[config.mk]
export PLATFORM = sky130hd
export DESIGN_NAME = sgm_top
export DESIGN_NICKNAME = d
export VERILOG_FILES = /design/src/rtl/sgm_top.v /design/src/rtl/sgm_timer.v
export VERILOG_INCLUDE_DIRS = /design/src /design/src/rtl
export SDC_FILE = /design/constraint.sdc
export NUM_CORES = 1
export LEC_CHECK = 0
export BUFFER_PORTS_ARGS = -buffer_cell sky130_fd_sc_hd__buf_2
export CORE_AREA = 5 5 132 134
export CTS_CLUSTER_DIAMETER = 150
export DETAILED_ROUTE_END_ITERATION = 7
export DIE_AREA = 0 0 137 139
export PLACE_DENSITY_LB_ADDON = 0.1
export SETUP_SLACK_MARGIN = 0.5
export SKIP_CTS_REPAIR_TIMING = 1
export SLEW_MARGIN = 20
export SYNTH_ARGS = -nofsm -noshare
export SYNTH_HDL_FRONTEND = slang
export SYNTH_SLANG_ARGS = --single-unit
export TNS_END_PERCENT = 1
[constraint.sdc]
create_clock -name SYS_CLK_I -period 2.5 [get_ports SYS_CLK_I]
set_input_delay 0.125 -clock SYS_CLK_I [delete_from_list [all_inputs] [get_ports SYS_CLK_I]]
set_output_delay 0.125 -clock SYS_CLK_I [all_outputs]
set_load 0.005 [all_outputs]
[src/rtl/sgm_defs.vh]
// constants for the safety gate monitor
`ifndef SGM_DEFS_VH
`define SGM_DEFS_VH

`define SGM_ADDR_W 4
`define SGM_DATA_W 16
`define SGM_TMR_W 12

`define SGM_OFS_CTRL 4'h0
`define SGM_OFS_DISC1 4'h1
`define SGM_OFS_DISC2 4'h2
`define SGM_OFS_SYNC 4'h3
`define SGM_OFS_STATUS 4'h4

`define SGM_TYPE_SINGLE 3'h0
`define SGM_TYPE_EQU1 3'h1
`define SGM_TYPE_CMP1 3'h2
`define SGM_TYPE_EQU2 3'h3
`define SGM_TYPE_CMP2 3'h4

`define SGM_CTRL_TYPE_LSB 0
`define SGM_CTRL_TYPE_MSB 2
`define SGM_CTRL_FTE 3
`define SGM_CTRL_EN_MIS1 4
`define SGM_CTRL_EN_MIS2 5
`define SGM_CTRL_EN_PEND 6
`define SGM_CTRL_EN_SKEW 7
`define SGM_CTRL_EN_TFAIL 8
`define SGM_CTRL_EN_FAULT 9
`define SGM_CTRL_W 10

`define SGM_CTRL_RST 10'h001
`define SGM_DISC_RST 12'h003
`define SGM_SYNC_RST 12'h01e
`define SGM_TMR_MAX 12'hbb8

`define SGM_TICK_MS 10
`define SGM_CLK_KHZ 125000
`define SGM_TICK_W 21

`define SGM_ST_WCLOSE 4'h1
`define SGM_ST_WOPEN 4'h2
`define SGM_ST_WRECL 4'h4
`define SGM_ST_DONE 4'h8

`endif

[src/rtl/sgm_top.v]
// safety gate monitor: evaluation, faults, reset sequences, function test
`timescale 1ns/1ps
`default_nettype none
`include "sgm_defs.vh"
// Behaviour
// - equivalent one pair: both contacts on
// - complementary one pair: NC on, NO off
// - equivalent two pairs: all four on
// - complementary two pairs: 1,3 on; 2,4 off
// - any error forces permission off, flags fault
// - pair discrepancy raises that pair's mismatch fault
// - test not done between triggers: test fail
// - two pairs: time skew, raise skew fault
// - no test: off-then-on or restart clears
// - test pending: on-off-on gate test clears
// - test not pending: off-then-on clears error
// - two pairs: both off then on clears
// - errors reported separately, evaluation continues
// - test enabled: open and close before permission
// - restart with test enabled needs gate test
// - separate enables for optional outputs, fault
// - discrepancy limit 0..30 s, 10 ms, 30 ms
// - sync limit 0..30 s, 10 ms, 300 ms
// - start: clear errors, reset timers
module sgm_top #(
  parameter TICK_CYCLES = `SGM_TICK_MS * `SGM_CLK_KHZ
) (
  input wire SYS_CLK_I,
  input wire RESET_I,
  input wire [3:0] GATE_IN_I,
  input wire RUN_MODE_I,
  input wire TEST_TRIG_I,
  input wire [`SGM_ADDR_W-1:0] ADDR_I,
  input wire [`SGM_DATA_W-1:0] WDATA_I,
  input wire WR_I,
  input wire RD_I,
  output wire [`SGM_DATA_W-1:0] RDATA_O,
  output wire GATE_OK_O,
  output wire FAULT_O,
  output wire P1_MISMATCH_O,
  output wire P2_MISMATCH_O,
  output wire TEST_PENDING_O,
  output wire SKEW_FAULT_O,
  output wire TEST_FAIL_O
);
  // tick period cut to the counter width on purpose; the default fits it
  localparam integer TICK_LAST_INT = TICK_CYCLES - 1;
  localparam [`SGM_TICK_W-1:0] TICK_LAST = TICK_LAST_INT[`SGM_TICK_W-1:0];

  function [3:0] test_step;
    input [3:0] cur;
    input start;
    input act;
    input inact;
    begin
      if (start) begin
        test_step = act ? `SGM_ST_WOPEN : `SGM_ST_WCLOSE;
      end else begin
        case (cur)
          `SGM_ST_WCLOSE: test_step = act ? `SGM_ST_WOPEN : cur;
          `SGM_ST_WOPEN: test_step = inact ? `SGM_ST_WRECL : cur;
          `SGM_ST_WRECL: test_step = act ? `SGM_ST_DONE : cur;
          `SGM_ST_DONE: test_step = cur;
          default: test_step = `SGM_ST_WCLOSE;
        endcase
      end
    end
  endfunction

  // configuration registers
  reg [`SGM_CTRL_W-1:0] ctrl_reg;
  reg [`SGM_TMR_W-1:0] disc1_reg;
  reg [`SGM_TMR_W-1:0] disc2_reg;
  reg [`SGM_TMR_W-1:0] sync_reg;
  reg [`SGM_DATA_W-1:0] rdata_reg;

  // state
  reg [`SGM_TICK_W-1:0] tick_cnt_reg;
  reg run_prev_reg;
  reg mis1_reg;
  reg mis2_reg;
  reg skew_reg;
  reg tfail_reg;
  reg pend_reg;
  reg trig_wait_reg;
  reg seen_inact_reg;
  reg sync_arm_reg;
  reg gate_ok_reg;
  reg [3:0] ts1_reg;
  reg [3:0] ts2_reg;

  reg mis1_next;
  reg mis2_next;
  reg skew_next;
  reg tfail_next;
  reg pend_next;
  reg trig_wait_next;
  reg seen_inact_next;
  reg sync_arm_next;
  reg gate_ok_next;
  reg [3:0] ts1_next;
  reg [3:0] ts2_next;
  reg [`SGM_DATA_W-1:0] rdata_next;

  wire [2:0] in_type = ctrl_reg[`SGM_CTRL_TYPE_MSB:`SGM_CTRL_TYPE_LSB];
  wire fte = ctrl_reg[`SGM_CTRL_FTE];
  // free-running tick, so a limit may expire up to one tick early
  wire tick = (tick_cnt_reg == TICK_LAST);
  wire run_rise = RUN_MODE_I && !run_prev_reg;

  wire two_pair = (in_type == `SGM_TYPE_EQU2) || (in_type == `SGM_TYPE_CMP2);
  wire cmp_type = (in_type == `SGM_TYPE_CMP1) || (in_type == `SGM_TYPE_CMP2);
  wire single = (in_type == `SGM_TYPE_SINGLE);

  // contact 2 and 4 are read inverted for complementary wiring
  wire c2 = cmp_type ? !GATE_IN_I[1] : GATE_IN_I[1];
  wire c4 = cmp_type ? !GATE_IN_I[3] : GATE_IN_I[3];
  wire p1_act = single ? GATE_IN_I[0] : (GATE_IN_I[0] && c2);
  wire p1_inact = single ? !GATE_IN_I[0] : (!GATE_IN_I[0] && !c2);
  wire p2_act = GATE_IN_I[2] && c4;
  wire p2_inact = !GATE_IN_I[2] && !c4;
  wire p1_disc = !p1_act && !p1_inact;
  wire p2_disc = two_pair && !p2_act && !p2_inact;
  wire all_act = p1_act && (!two_pair || p2_act);
  wire all_inact = p1_inact && (!two_pair || p2_inact);

  wire disc1_exp;
  wire disc2_exp;
  wire sync_exp;
  // timers restart on start of operation
  wire tmr_ok = RUN_MODE_I && !run_rise;
  wire sync_run = tmr_ok && two_pair && sync_arm_reg && (p1_act ^ p2_act);

  sgm_timer u_disc1 (
    .clk_i(SYS_CLK_I),
    .rst_i(RESET_I),
    .run_i(tmr_ok && p1_disc),
    .tick_i(tick),
    .limit_i(disc1_reg),
    .expired_o(disc1_exp)
  );

  sgm_timer u_disc2 (
    .clk_i(SYS_CLK_I),
    .rst_i(RESET_I),
    .run_i(tmr_ok && p2_disc),
    .tick_i(tick),
    .limit_i(disc2_reg),
    .expired_o(disc2_exp)
  );

  sgm_timer u_sync (
    .clk_i(SYS_CLK_I),
    .rst_i(RESET_I),
    .run_i(sync_run),
    .tick_i(tick),
    .limit_i(sync_reg),
    .expired_o(sync_exp)
  );

  // raw error state; enables only mask the pins, not the status word
  wire err_any = mis1_reg || mis2_reg || skew_reg || tfail_reg;
  wire cause_gone = !p1_disc && !p2_disc;
  wire test_done = (ts1_reg == `SGM_ST_DONE) && (!two_pair || (ts2_reg == `SGM_ST_DONE));
  wire test_start = (fte && run_rise) || (fte && TEST_TRIG_I && !pend_reg);

  // evaluation of one scan; every flop updates on every clock edge
  always @* begin
    mis1_next = mis1_reg;
    mis2_next = mis2_reg;
    skew_next = skew_reg;
    tfail_next = tfail_reg;
    pend_next = pend_reg;
    trig_wait_next = trig_wait_reg;
    seen_inact_next = seen_inact_reg;
    sync_arm_next = sync_arm_reg;
    ts1_next = ts1_reg;
    ts2_next = ts2_reg;
    gate_ok_next = 1'b0;
    if (!RUN_MODE_I) begin
      pend_next = pend_reg;
    end else if (run_rise) begin
      mis1_next = 1'b0;
      mis2_next = 1'b0;
      skew_next = 1'b0;
      tfail_next = 1'b0;
      trig_wait_next = 1'b0;
      seen_inact_next = 1'b0;
      sync_arm_next = 1'b1;
      pend_next = fte;
      ts1_next = test_step(ts1_reg, 1'b1, p1_act, p1_inact);
      ts2_next = test_step(ts2_reg, 1'b1, p2_act, p2_inact);
    end else begin
      // pairs test on their own, no synchronisation needed
      ts1_next = test_step(ts1_reg, test_start, p1_act, p1_inact);
      ts2_next = test_step(ts2_reg, test_start, p2_act, p2_inact);
      if (all_inact) begin
        sync_arm_next = 1'b1;
      end else if ((p1_act && p2_act) || sync_exp) begin
        sync_arm_next = 1'b0;
      end
      if (err_any && cause_gone && all_inact) begin
        seen_inact_next = 1'b1;
      end
      // clearing first, fresh errors below win over it
      if (err_any && cause_gone) begin
        if (fte && pend_reg) begin
          if (test_done) begin
            mis1_next = 1'b0;
            mis2_next = 1'b0;
            skew_next = 1'b0;
            tfail_next = 1'b0;
            seen_inact_next = 1'b0;
          end
        end else if (seen_inact_reg && all_act) begin
          mis1_next = 1'b0;
          mis2_next = 1'b0;
          skew_next = 1'b0;
          tfail_next = 1'b0;
          seen_inact_next = 1'b0;
        end
      end
      if (pend_reg && test_done) begin
        pend_next = 1'b0;
        trig_wait_next = 1'b0;
      end
      if (fte && TEST_TRIG_I) begin
        // a trigger in the completion cycle still counts as a miss
        if (trig_wait_reg) begin
          tfail_next = 1'b1;
        end
        trig_wait_next = 1'b1;
        pend_next = 1'b1;
      end
      // each source sets its own flag regardless of the others
      if (disc1_exp) begin
        mis1_next = 1'b1;
      end
      if (disc2_exp) begin
        mis2_next = 1'b1;
      end
      if (sync_exp) begin
        skew_next = 1'b1;
      end
      // a new error while no test is pending demands a fresh gate test when testing is on
      if (fte && !pend_reg && ((disc1_exp && !mis1_reg) || (disc2_exp && !mis2_reg) ||
          (sync_exp && !skew_reg) || (tfail_next && !tfail_reg))) begin
        pend_next = 1'b1;
        ts1_next = test_step(ts1_reg, 1'b1, p1_act, p1_inact);
        ts2_next = test_step(ts2_reg, 1'b1, p2_act, p2_inact);
      end
      gate_ok_next = all_act && !(mis1_next || mis2_next || skew_next || tfail_next) &&
                     !(fte && pend_next);
    end
  end

  always @(posedge SYS_CLK_I) begin
    if (RESET_I) begin
      tick_cnt_reg <= {`SGM_TICK_W{1'b0}};
      run_prev_reg <= 1'b0;
      mis1_reg <= 1'b0;
      mis2_reg <= 1'b0;
      skew_reg <= 1'b0;
      tfail_reg <= 1'b0;
      pend_reg <= 1'b0;
      trig_wait_reg <= 1'b0;
      seen_inact_reg <= 1'b0;
      sync_arm_reg <= 1'b1;
      gate_ok_reg <= 1'b0;
      ts1_reg <= `SGM_ST_WCLOSE;
      ts2_reg <= `SGM_ST_WCLOSE;
    end else begin
      tick_cnt_reg <= tick ? {`SGM_TICK_W{1'b0}} : tick_cnt_reg + {{(`SGM_TICK_W-1){1'b0}}, 1'b1};
      run_prev_reg <= RUN_MODE_I;
      mis1_reg <= mis1_next;
      mis2_reg <= mis2_next;
      skew_reg <= skew_next;
      tfail_reg <= tfail_next;
      pend_reg <= pend_next;
      trig_wait_reg <= trig_wait_next;
      seen_inact_reg <= seen_inact_next;
      sync_arm_reg <= sync_arm_next;
      gate_ok_reg <= gate_ok_next;
      ts1_reg <= ts1_next;
      ts2_reg <= ts2_next;
    end
  end

  // register port
  always @* begin
    rdata_next = {`SGM_DATA_W{1'b0}};
    if (RD_I) begin
      case (ADDR_I)
        `SGM_OFS_CTRL: rdata_next = {{(`SGM_DATA_W-`SGM_CTRL_W){1'b0}}, ctrl_reg};
        `SGM_OFS_DISC1: rdata_next = {{(`SGM_DATA_W-`SGM_TMR_W){1'b0}}, disc1_reg};
        `SGM_OFS_DISC2: rdata_next = {{(`SGM_DATA_W-`SGM_TMR_W){1'b0}}, disc2_reg};
        `SGM_OFS_SYNC: rdata_next = {{(`SGM_DATA_W-`SGM_TMR_W){1'b0}}, sync_reg};
        `SGM_OFS_STATUS: rdata_next = {9'h000, pend_reg, tfail_reg, skew_reg, mis2_reg,
                                       mis1_reg, err_any, gate_ok_reg};
        default: rdata_next = {`SGM_DATA_W{1'b0}};
      endcase
    end
  end

  // limits above 30 s saturate so the range stays legal
  wire [`SGM_TMR_W-1:0] wr_lim = (WDATA_I[`SGM_TMR_W-1:0] > `SGM_TMR_MAX) ?
                                 `SGM_TMR_MAX : WDATA_I[`SGM_TMR_W-1:0];

  always @(posedge SYS_CLK_I) begin
    if (RESET_I) begin
      ctrl_reg <= `SGM_CTRL_RST;
      disc1_reg <= `SGM_DISC_RST;
      disc2_reg <= `SGM_DISC_RST;
      sync_reg <= `SGM_SYNC_RST;
      rdata_reg <= {`SGM_DATA_W{1'b0}};
    end else begin
      rdata_reg <= rdata_next;
      if (WR_I) begin
        case (ADDR_I)
          `SGM_OFS_CTRL: ctrl_reg <= WDATA_I[`SGM_CTRL_W-1:0];
          `SGM_OFS_DISC1: disc1_reg <= wr_lim;
          `SGM_OFS_DISC2: disc2_reg <= wr_lim;
          `SGM_OFS_SYNC: sync_reg <= wr_lim;
          default: ctrl_reg <= ctrl_reg;
        endcase
      end
    end
  end

  assign RDATA_O = rdata_reg;
  assign GATE_OK_O = gate_ok_reg;
  // a disabled pin stays low even while its error is held
  assign FAULT_O = err_any && ctrl_reg[`SGM_CTRL_EN_FAULT];
  assign P1_MISMATCH_O = mis1_reg && ctrl_reg[`SGM_CTRL_EN_MIS1];
  assign P2_MISMATCH_O = mis2_reg && ctrl_reg[`SGM_CTRL_EN_MIS2];
  assign TEST_PENDING_O = pend_reg && ctrl_reg[`SGM_CTRL_EN_PEND];
  assign SKEW_FAULT_O = skew_reg && ctrl_reg[`SGM_CTRL_EN_SKEW];
  assign TEST_FAIL_O = tfail_reg && ctrl_reg[`SGM_CTRL_EN_TFAIL];
endmodule // sgm_top
`default_nettype wire

[src/rtl/sgm_timer.v]
// tick-based elapsed timer with zero-means-off limit
`timescale 1ns/1ps
`default_nettype none
`include "sgm_defs.vh"
module sgm_timer (
  input wire clk_i,
  input wire rst_i,
  input wire run_i,
  input wire tick_i,
  input wire [`SGM_TMR_W-1:0] limit_i,
  output wire expired_o
);
  reg [`SGM_TMR_W-1:0] count_reg;
  reg [`SGM_TMR_W-1:0] count_next;

  always @* begin
    count_next = count_reg;
    if (!run_i) begin
      count_next = {`SGM_TMR_W{1'b0}};
    end else if (tick_i && (count_reg != {`SGM_TMR_W{1'b1}})) begin
      count_next = count_reg + {{(`SGM_TMR_W-1){1'b0}}, 1'b1};
    end
  end

  always @(posedge clk_i) begin
    if (rst_i) begin
      count_reg <= {`SGM_TMR_W{1'b0}};
    end else begin
      count_reg <= count_next;
    end
  end

  // a zero limit switches the check off
  assign expired_o = run_i && (limit_i != {`SGM_TMR_W{1'b0}}) && (count_reg >= limit_i);
endmodule // sgm_timer
`default_nettype wire

After elaboration in Yosys (flattened, before gate mapping)
Index checks and enable logic that the tools add are counted.

cells by class
  add/sub/neg operators = 4
  order comparisons = 4
  equality and inequality tests = 27
  multiplexer cells = 73
  bitwise gates (word level) = 6
  reductions and logical operators = 110

operators by type and width
  operator                                                          number
  12-bit one-hot mux with 5 select lines                            1
  1-bit 2-to-1 mux                                                  55
  1-bit logical AND                                                 51
  4-bit 2-to-1 mux                                                  12
  12-bit by 1-bit adder with 12-bit output (second input constant)  3
  12-bit greater-or-equal comparator                                3
  12-bit != test (second input constant)                            3
  12-bit nonzero test                                               3
  4-bit one-hot mux with 4 select lines                             2
  5-bit != test (second input constant)                             6
  1-bit logical NOT                                                 22
  21-bit by 1-bit adder with 21-bit output (second input constant)  1
  21-bit == test (second input constant)                            1
  4-bit by 2-bit == test with 1-bit output (second input constant)  4
  1-bit logical OR                                                  16
  4-bit by 1-bit == test with 1-bit output (second input constant)  3
  4-bit by 3-bit == test with 1-bit output (second input constant)  3
  12-bit greater-than comparator (second input constant)            1
  12-bit 2-to-1 mux                                                 1
  2-bit AND reduction                                               6
  5-bit AND reduction                                               2
  2-bit OR reduction                                                5
  4-bit == test (second input constant)                             2
  4-bit by 3-bit != test with 1-bit output (second input constant)  2
  9 further kinds                                                   16

word-level totals
  flip-flop bits (word level) = 137
  input port bits = 30
  output and inout bits = 23
  word-level logic and storage cells = 245

Longest topological paths before layout
  word-level depth = 25
  mapped depth = 11
  mapped depth without buffers = 10

Modules after synthesis
From an unflattened synthesis, not the netlist that was laid out.

second synthesis, totals
  cell total of the unflattened synthesis = 947
  area, all modules = 7781.2 um^2

modules (own cells, without submodules)
  module     instances  cells an instance  area each (um^2)  sequential area each (um^2)
  sgm_top    1          602                4917.2            1941.9
  sgm_timer  3          115                954.7             240.2

Worst setup path before layout
No wires, ideal clock.

  path kind = register to register
  start point = register ctrl_reg[1]
  end point = register ts1_reg[1]
  library setup time = 0.122 ns
  data arrival time = 2.596 ns
  data required time = 2.378 ns
  path slack = -0.218 ns
  stages on the path, launching flop included = 12
  buffers on the path = 1
  period minus slack after synthesis = 2.718 ns
  cells stage by stage = dfxtp_1 -> buf_2 -> xor2_1 -> a21boi_0 -> o21ai_1 -> inv_1 -> ha_1 -> and3_1 -> nand4_2 -> a41oi_2 -> o21ai_1 -> o311a_1

between the ends
  word-level cells in the longest chain between the ends = 21
  elaborated cells between the ends (all ways) = 70
  classes of those cells = eq/ne (7); mux (16); bitwise (1); reduce/logical (46)

ends and longest elaborated chain
  item                                                                                        line           RTL
  from (decl)                                                                                 sgm_top.v:71   reg [`SGM_CTRL_W-1:0] ctrl_reg;
  from (signal assigned)                                                                      sgm_top.v:311  ctrl_reg <= `SGM_CTRL_RST;
  from (signal assigned)                                                                      sgm_top.v:320  `SGM_OFS_CTRL: ctrl_reg <= WDATA_I[`SGM_CTRL_W-1:0];
  from (signal assigned)                                                                      sgm_top.v:324  default: ctrl_reg <= ctrl_reg;
  3-bit by 2-bit == test with 1-bit output (no line) / 3-bit == test (equally long branches)  n/a
  1-bit logical OR                                                                            sgm_top.v:112  wire cmp_type = (in_type == `SGM_TYPE_CMP1) || (in_type == `SGM_TYPE_CMP2);
  1-bit 2-to-1 mux                                                                            sgm_top.v:116  wire c2 = cmp_type ? !GATE_IN_I[1] : GATE_IN_I[1];
  1-bit logical NOT                                                                           sgm_top.v:119  wire p1_inact = single ? !GATE_IN_I[0] : (!GATE_IN_I[0] && !c2);
  1-bit logical AND                                                                           sgm_top.v:119
  1-bit 2-to-1 mux                                                                            sgm_top.v:119
  1-bit logical NOT                                                                           sgm_top.v:122  wire p1_disc = !p1_act && !p1_inact;
  1-bit logical AND                                                                           sgm_top.v:122
  [5 not listed]                                                                              n/a
  1-bit 2-to-1 mux                                                                            sgm_top.v:227  if (fte && TEST_TRIG_I) begin
  1-bit 2-to-1 mux                                                                            sgm_top.v:182  end else if (run_rise) begin
  1-bit 2-to-1 mux                                                                            sgm_top.v:180  if (!RUN_MODE_I) begin
  1-bit logical AND                                                                           sgm_top.v:247  (sync_exp && !skew_reg) || (tfail_next && !tfail_reg))) begin
  1-bit logical OR                                                                            sgm_top.v:247
  1-bit logical AND                                                                           sgm_top.v:246  if (fte && !pend_reg && ((disc1_exp && !mis1_reg) || (disc2_exp && !mis2_reg) ||
  5-bit != test (no line) (tied with other cells)                                             n/a
  5-bit AND reduction (no line) / 4-bit 2-to-1 mux (equally long branches)                    n/a
  to (signal assigned)                                                                        sgm_top.v:270  ts1_reg <= `SGM_ST_WCLOSE;
  to (signal assigned)                                                                        sgm_top.v:284  ts1_reg <= ts1_next;
  to (decl)                                                                                   sgm_top.v:89   reg [3:0] ts1_reg;

Parallel ways exist; a longest one is shown, timed or not. The select of a mux whose other input is x is not followed.
A chain may end at the register's enable or synchronous reset.

Worst setup path after layout
  start point = register disc2_reg[4]
  end point = register ts1_reg[1]

between the ends
  word-level cells in the longest chain between the ends = 10
  elaborated cells between the ends (all ways) = 16
  classes of those cells = order compare (1); eq/ne (4); mux (2); reduce/logical (9)

ends and longest elaborated chain
  item                                                                        line            RTL
  from (decl)                                                                 sgm_top.v:73    reg [`SGM_TMR_W-1:0] disc2_reg;
  from (signal assigned)                                                      sgm_top.v:313   disc2_reg <= `SGM_DISC_RST;
  from (signal assigned)                                                      sgm_top.v:322   `SGM_OFS_DISC2: disc2_reg <= wr_lim;
  branches (longest 2 deep; another with 12-bit greater-or-equal comparator)  n/a
  1-bit logical AND (*)                                                       sgm_timer.v:34  assign expired_o = run_i && (limit_i != {`SGM_TMR_W{1'b0}}) && (count_reg >= limit_i);
  1-bit logical AND (*)                                                       sgm_top.v:246
  1-bit logical OR (*) (2 in series)                                          sgm_top.v:246
  1-bit logical OR (*)                                                        sgm_top.v:247
  1-bit logical AND (*)                                                       sgm_top.v:246
  5-bit != test (no line) (tied with other cells)                             n/a
  5-bit AND reduction (no line) / 4-bit 2-to-1 mux (equally long branches)    n/a

Every way passes the cells marked *.

==> impl_metrics.csv <==
group,metric,value,unit
synthesis,synth_top_area_cell,"dfxtp_1",
die,num_io_pins,53,
routing,drt_iter0_drc,609,
finish,final_common_cell,"dfxtp_1",
worst_setup_path,critPathLaunchType,"flop",
global_route,antenna_found_initial,0,
worst_setup_path,crit_required,2.80,ns
placement,hpwlAfterDp,15600,um
clock_network,cts_made_buffers,17,
finish,fillerInstances,1433,
finish,layoutNonFillerInstCount,1229,
sta,fmax,0.403,GHz
synthesis,seq_area_frac_synth,37.3,%
clock_network,cts_tree,"yes",
finish,regArea,2690,sq um
synthesis,synth.cell_area,7140,sq um
routing,vias,6755,
global_route,overflow,0,
routing,drt_wl_total,21300,um
synthesis,syn_inst,871,
die,die_area,19000,sq um
worst_setup_path,cp_max_fo,6,
global_route,grt_max_degree,29,
global_route,grt_pass1_wl,33000,um
placement,gp_congestion,0.876,
sta,worst_pin_slew,0.673,ns
die,die_height,139,um
sta,drv_slew,0,
clock_network,cts.path.max_buffers,2,
outcome,status,"finished, final reports clean",
routing,drtPass1Iterations,6,
job,maxCapViolations,0,
routing,wl_per_cell,17.3,um
synthesis,async_reset_ff_share,0,%
min_path,worstHoldPathType,"input pin to flop",
sta,setup_viol,0,
sta,post-route-min-period,2.48,ns
finish,final_nets,1068,
synthesis,synth_warnings,0,
placement,portBuffers,44,
die,start_util,44.1,%
sta,clock_skew,0.00921,ns
routing,drc,0,
placement,dp.cells,1182,
pwr,max-vdd-ir-drop,0.506,mV
synthesis,ys_ff_latch,133,
synthesis,synth_top_area_share,37.3,%
finish,drive_gt1_share,26.4,%
finish,utilization,58.6,%
worst_setup_path,worstPathArrival,2.79,ns
die,core_region_area,16200,sq um
sta,max-slew-margin-rel,55.1,%
worst_setup_path,crit_path_end_kind,"flop",
clock_network,cts-root-buf,"clkbuf_16",
clock_network,path_clk_slew,0.06,ns
global_route,grt_pass1_vias,6496,
die,rows,47,
synthesis,synthTopCellsByArea,"dfxtp_1 37%, ha_1 7.2%, nor2_1 6.0%",
finish,largest_register_ffs,21,
synthesis,ys.flop_type,"dfxtp_1",
worst_setup_path,worstSetupPathType,"flop to flop",
routing,drt-vias-per-instance,5.50,
clock_network,h-tree-depth,4,
global_route,track_usage,22.0,%
routing,antenna_left,0,
finish,n_antenna_cell,0,
pwr,total_power,5.53,mW
pwr,power.static_leakage,3.67,nW
die,die_w,137,um
finish,syn_to_final_growth,32.8,%
finish,multi_input_area,4610,sq um
clock_network,cts.sinks,133,
sta,grt_setup_unrepaired,"true",
synthesis,synth_area_per_cell,8.20,sq um
synthesis,yosysUniqueCellTypes,71,
pwr,p_per_area,583,nW/um^2
finish,final_cell_mix,"119 x dfxtp_1, 111 x nor2_1, 92 x nand2_1",
sta,finalHoldViolCount,0,
sta,finalCritPeriodShare,99.3,%
clock_network,clock_latency,0.42,ns
synthesis,synth_edf_count,0,
[cells in the mapped netlist, types with 4 or more instances]
library cell  instances
nor3_1                6
a21o_1                7
a21oi_1              58
or3_1                16
o21ai_0              40
mux2i_1               6
a31oi_1               8
nor2b_1               9
inv_1                61
o211ai_1             13
xor2_1               14
and2_1                8
a22oi_1               7
and3_1               10
ha_1                 41
nand4_1              10
nor4_1               11
o21ai_1               4
a222oi_1             12
nor2_1              115
xnor2_1              29
a211oi_1             28
nand3_1              25
nand2_1              94
buf_4                 4
dfxtp_1             133
clkbuf_1             28
[logic make-up after synthesis]
kind of cell / after synthesis / share of synthesized area (%)
and+or+nand+nor: 344 / 24.3
AOI/OAI and AO/OA: 207 / 19.7
DFF: 133 / 37.3
buffers and inverters: 96 / 5.29
xor gates and xnor gates: 43 / 5.28
adders and majority gates: 41 / 7.19
muxes: 6 / 0.841
other: 1 / 0.0525
[routing by layer]
metal / up-vias / GRT usage (%) / part of all wire, %
li1: 3359 / - / -
met1: 3152 / 28.9 / 44
met2: 208 / 34.6 / 48
met3: 36 / 5.44 / 5.8
met4: 0 / 8.35 / 2.5
met5: - / 0 / 0
[worst paths after layout]
path                                       from               to  depth (start not counted)  slack, ns
worst max-delay path               disc2_reg[4]       ts1_reg[1]                         11       0.02
worst max register to register     disc2_reg[4]       ts1_reg[1]                         11       0.02
worst min register to register  tick_cnt_reg[0]  tick_cnt_reg[0]                          1       0.46
worst min-delay path                WDATA_I[11]    disc2_reg[11]                          3       0.05
[layout make-up]
cell class	instances	share of cell area, %
Clock buffer	19	4.78
Clock inverter	12	2.63
Sequential cell	133	28.3
Tap cell	220	2.90
Timing Repair Buffer	139	10.3
Inverter	61	2.44
Multi-Input combinational cell	645	48.6
[power by group]
part | internal [mW] | switching, mW
Sequential | 2.14 | 0.0273
Combinational | 0.152 | 0.234
Clock | 2.02 | 0.950
[worst max-delay path, cell delays in order, from the launching register on]
cell      delay [ns]
dfxtp_1         0.38
inv_1           0.07
ha_1            0.28
nand4_1         0.13
nor2_1          0.19
a211oi_2        0.10
o21ai_2         0.21
nand4b_1        0.13
buf_6           0.16
a41oi_4         0.24
o21ai_4         0.11
o311a_1         0.35
[stage by stage]
stage	hold WS, ns	worst slack (ns)	TNS, ns	area [sq um]
2_1_floorplan	0.261	0.165	0	7240
3_3_place_gp	0.402	-0.0210	-0.0210	8210
3_5_place_dp	0.399	-0.187	-0.771	8210
4_1_cts	-0.0469	-0.218	-1.24	8910
5_1_grt	0.0356	-0.0578	-0.201	9480
6_report	0.0485	0.0184	0	9480
Power figures use the tool's default switching activity.
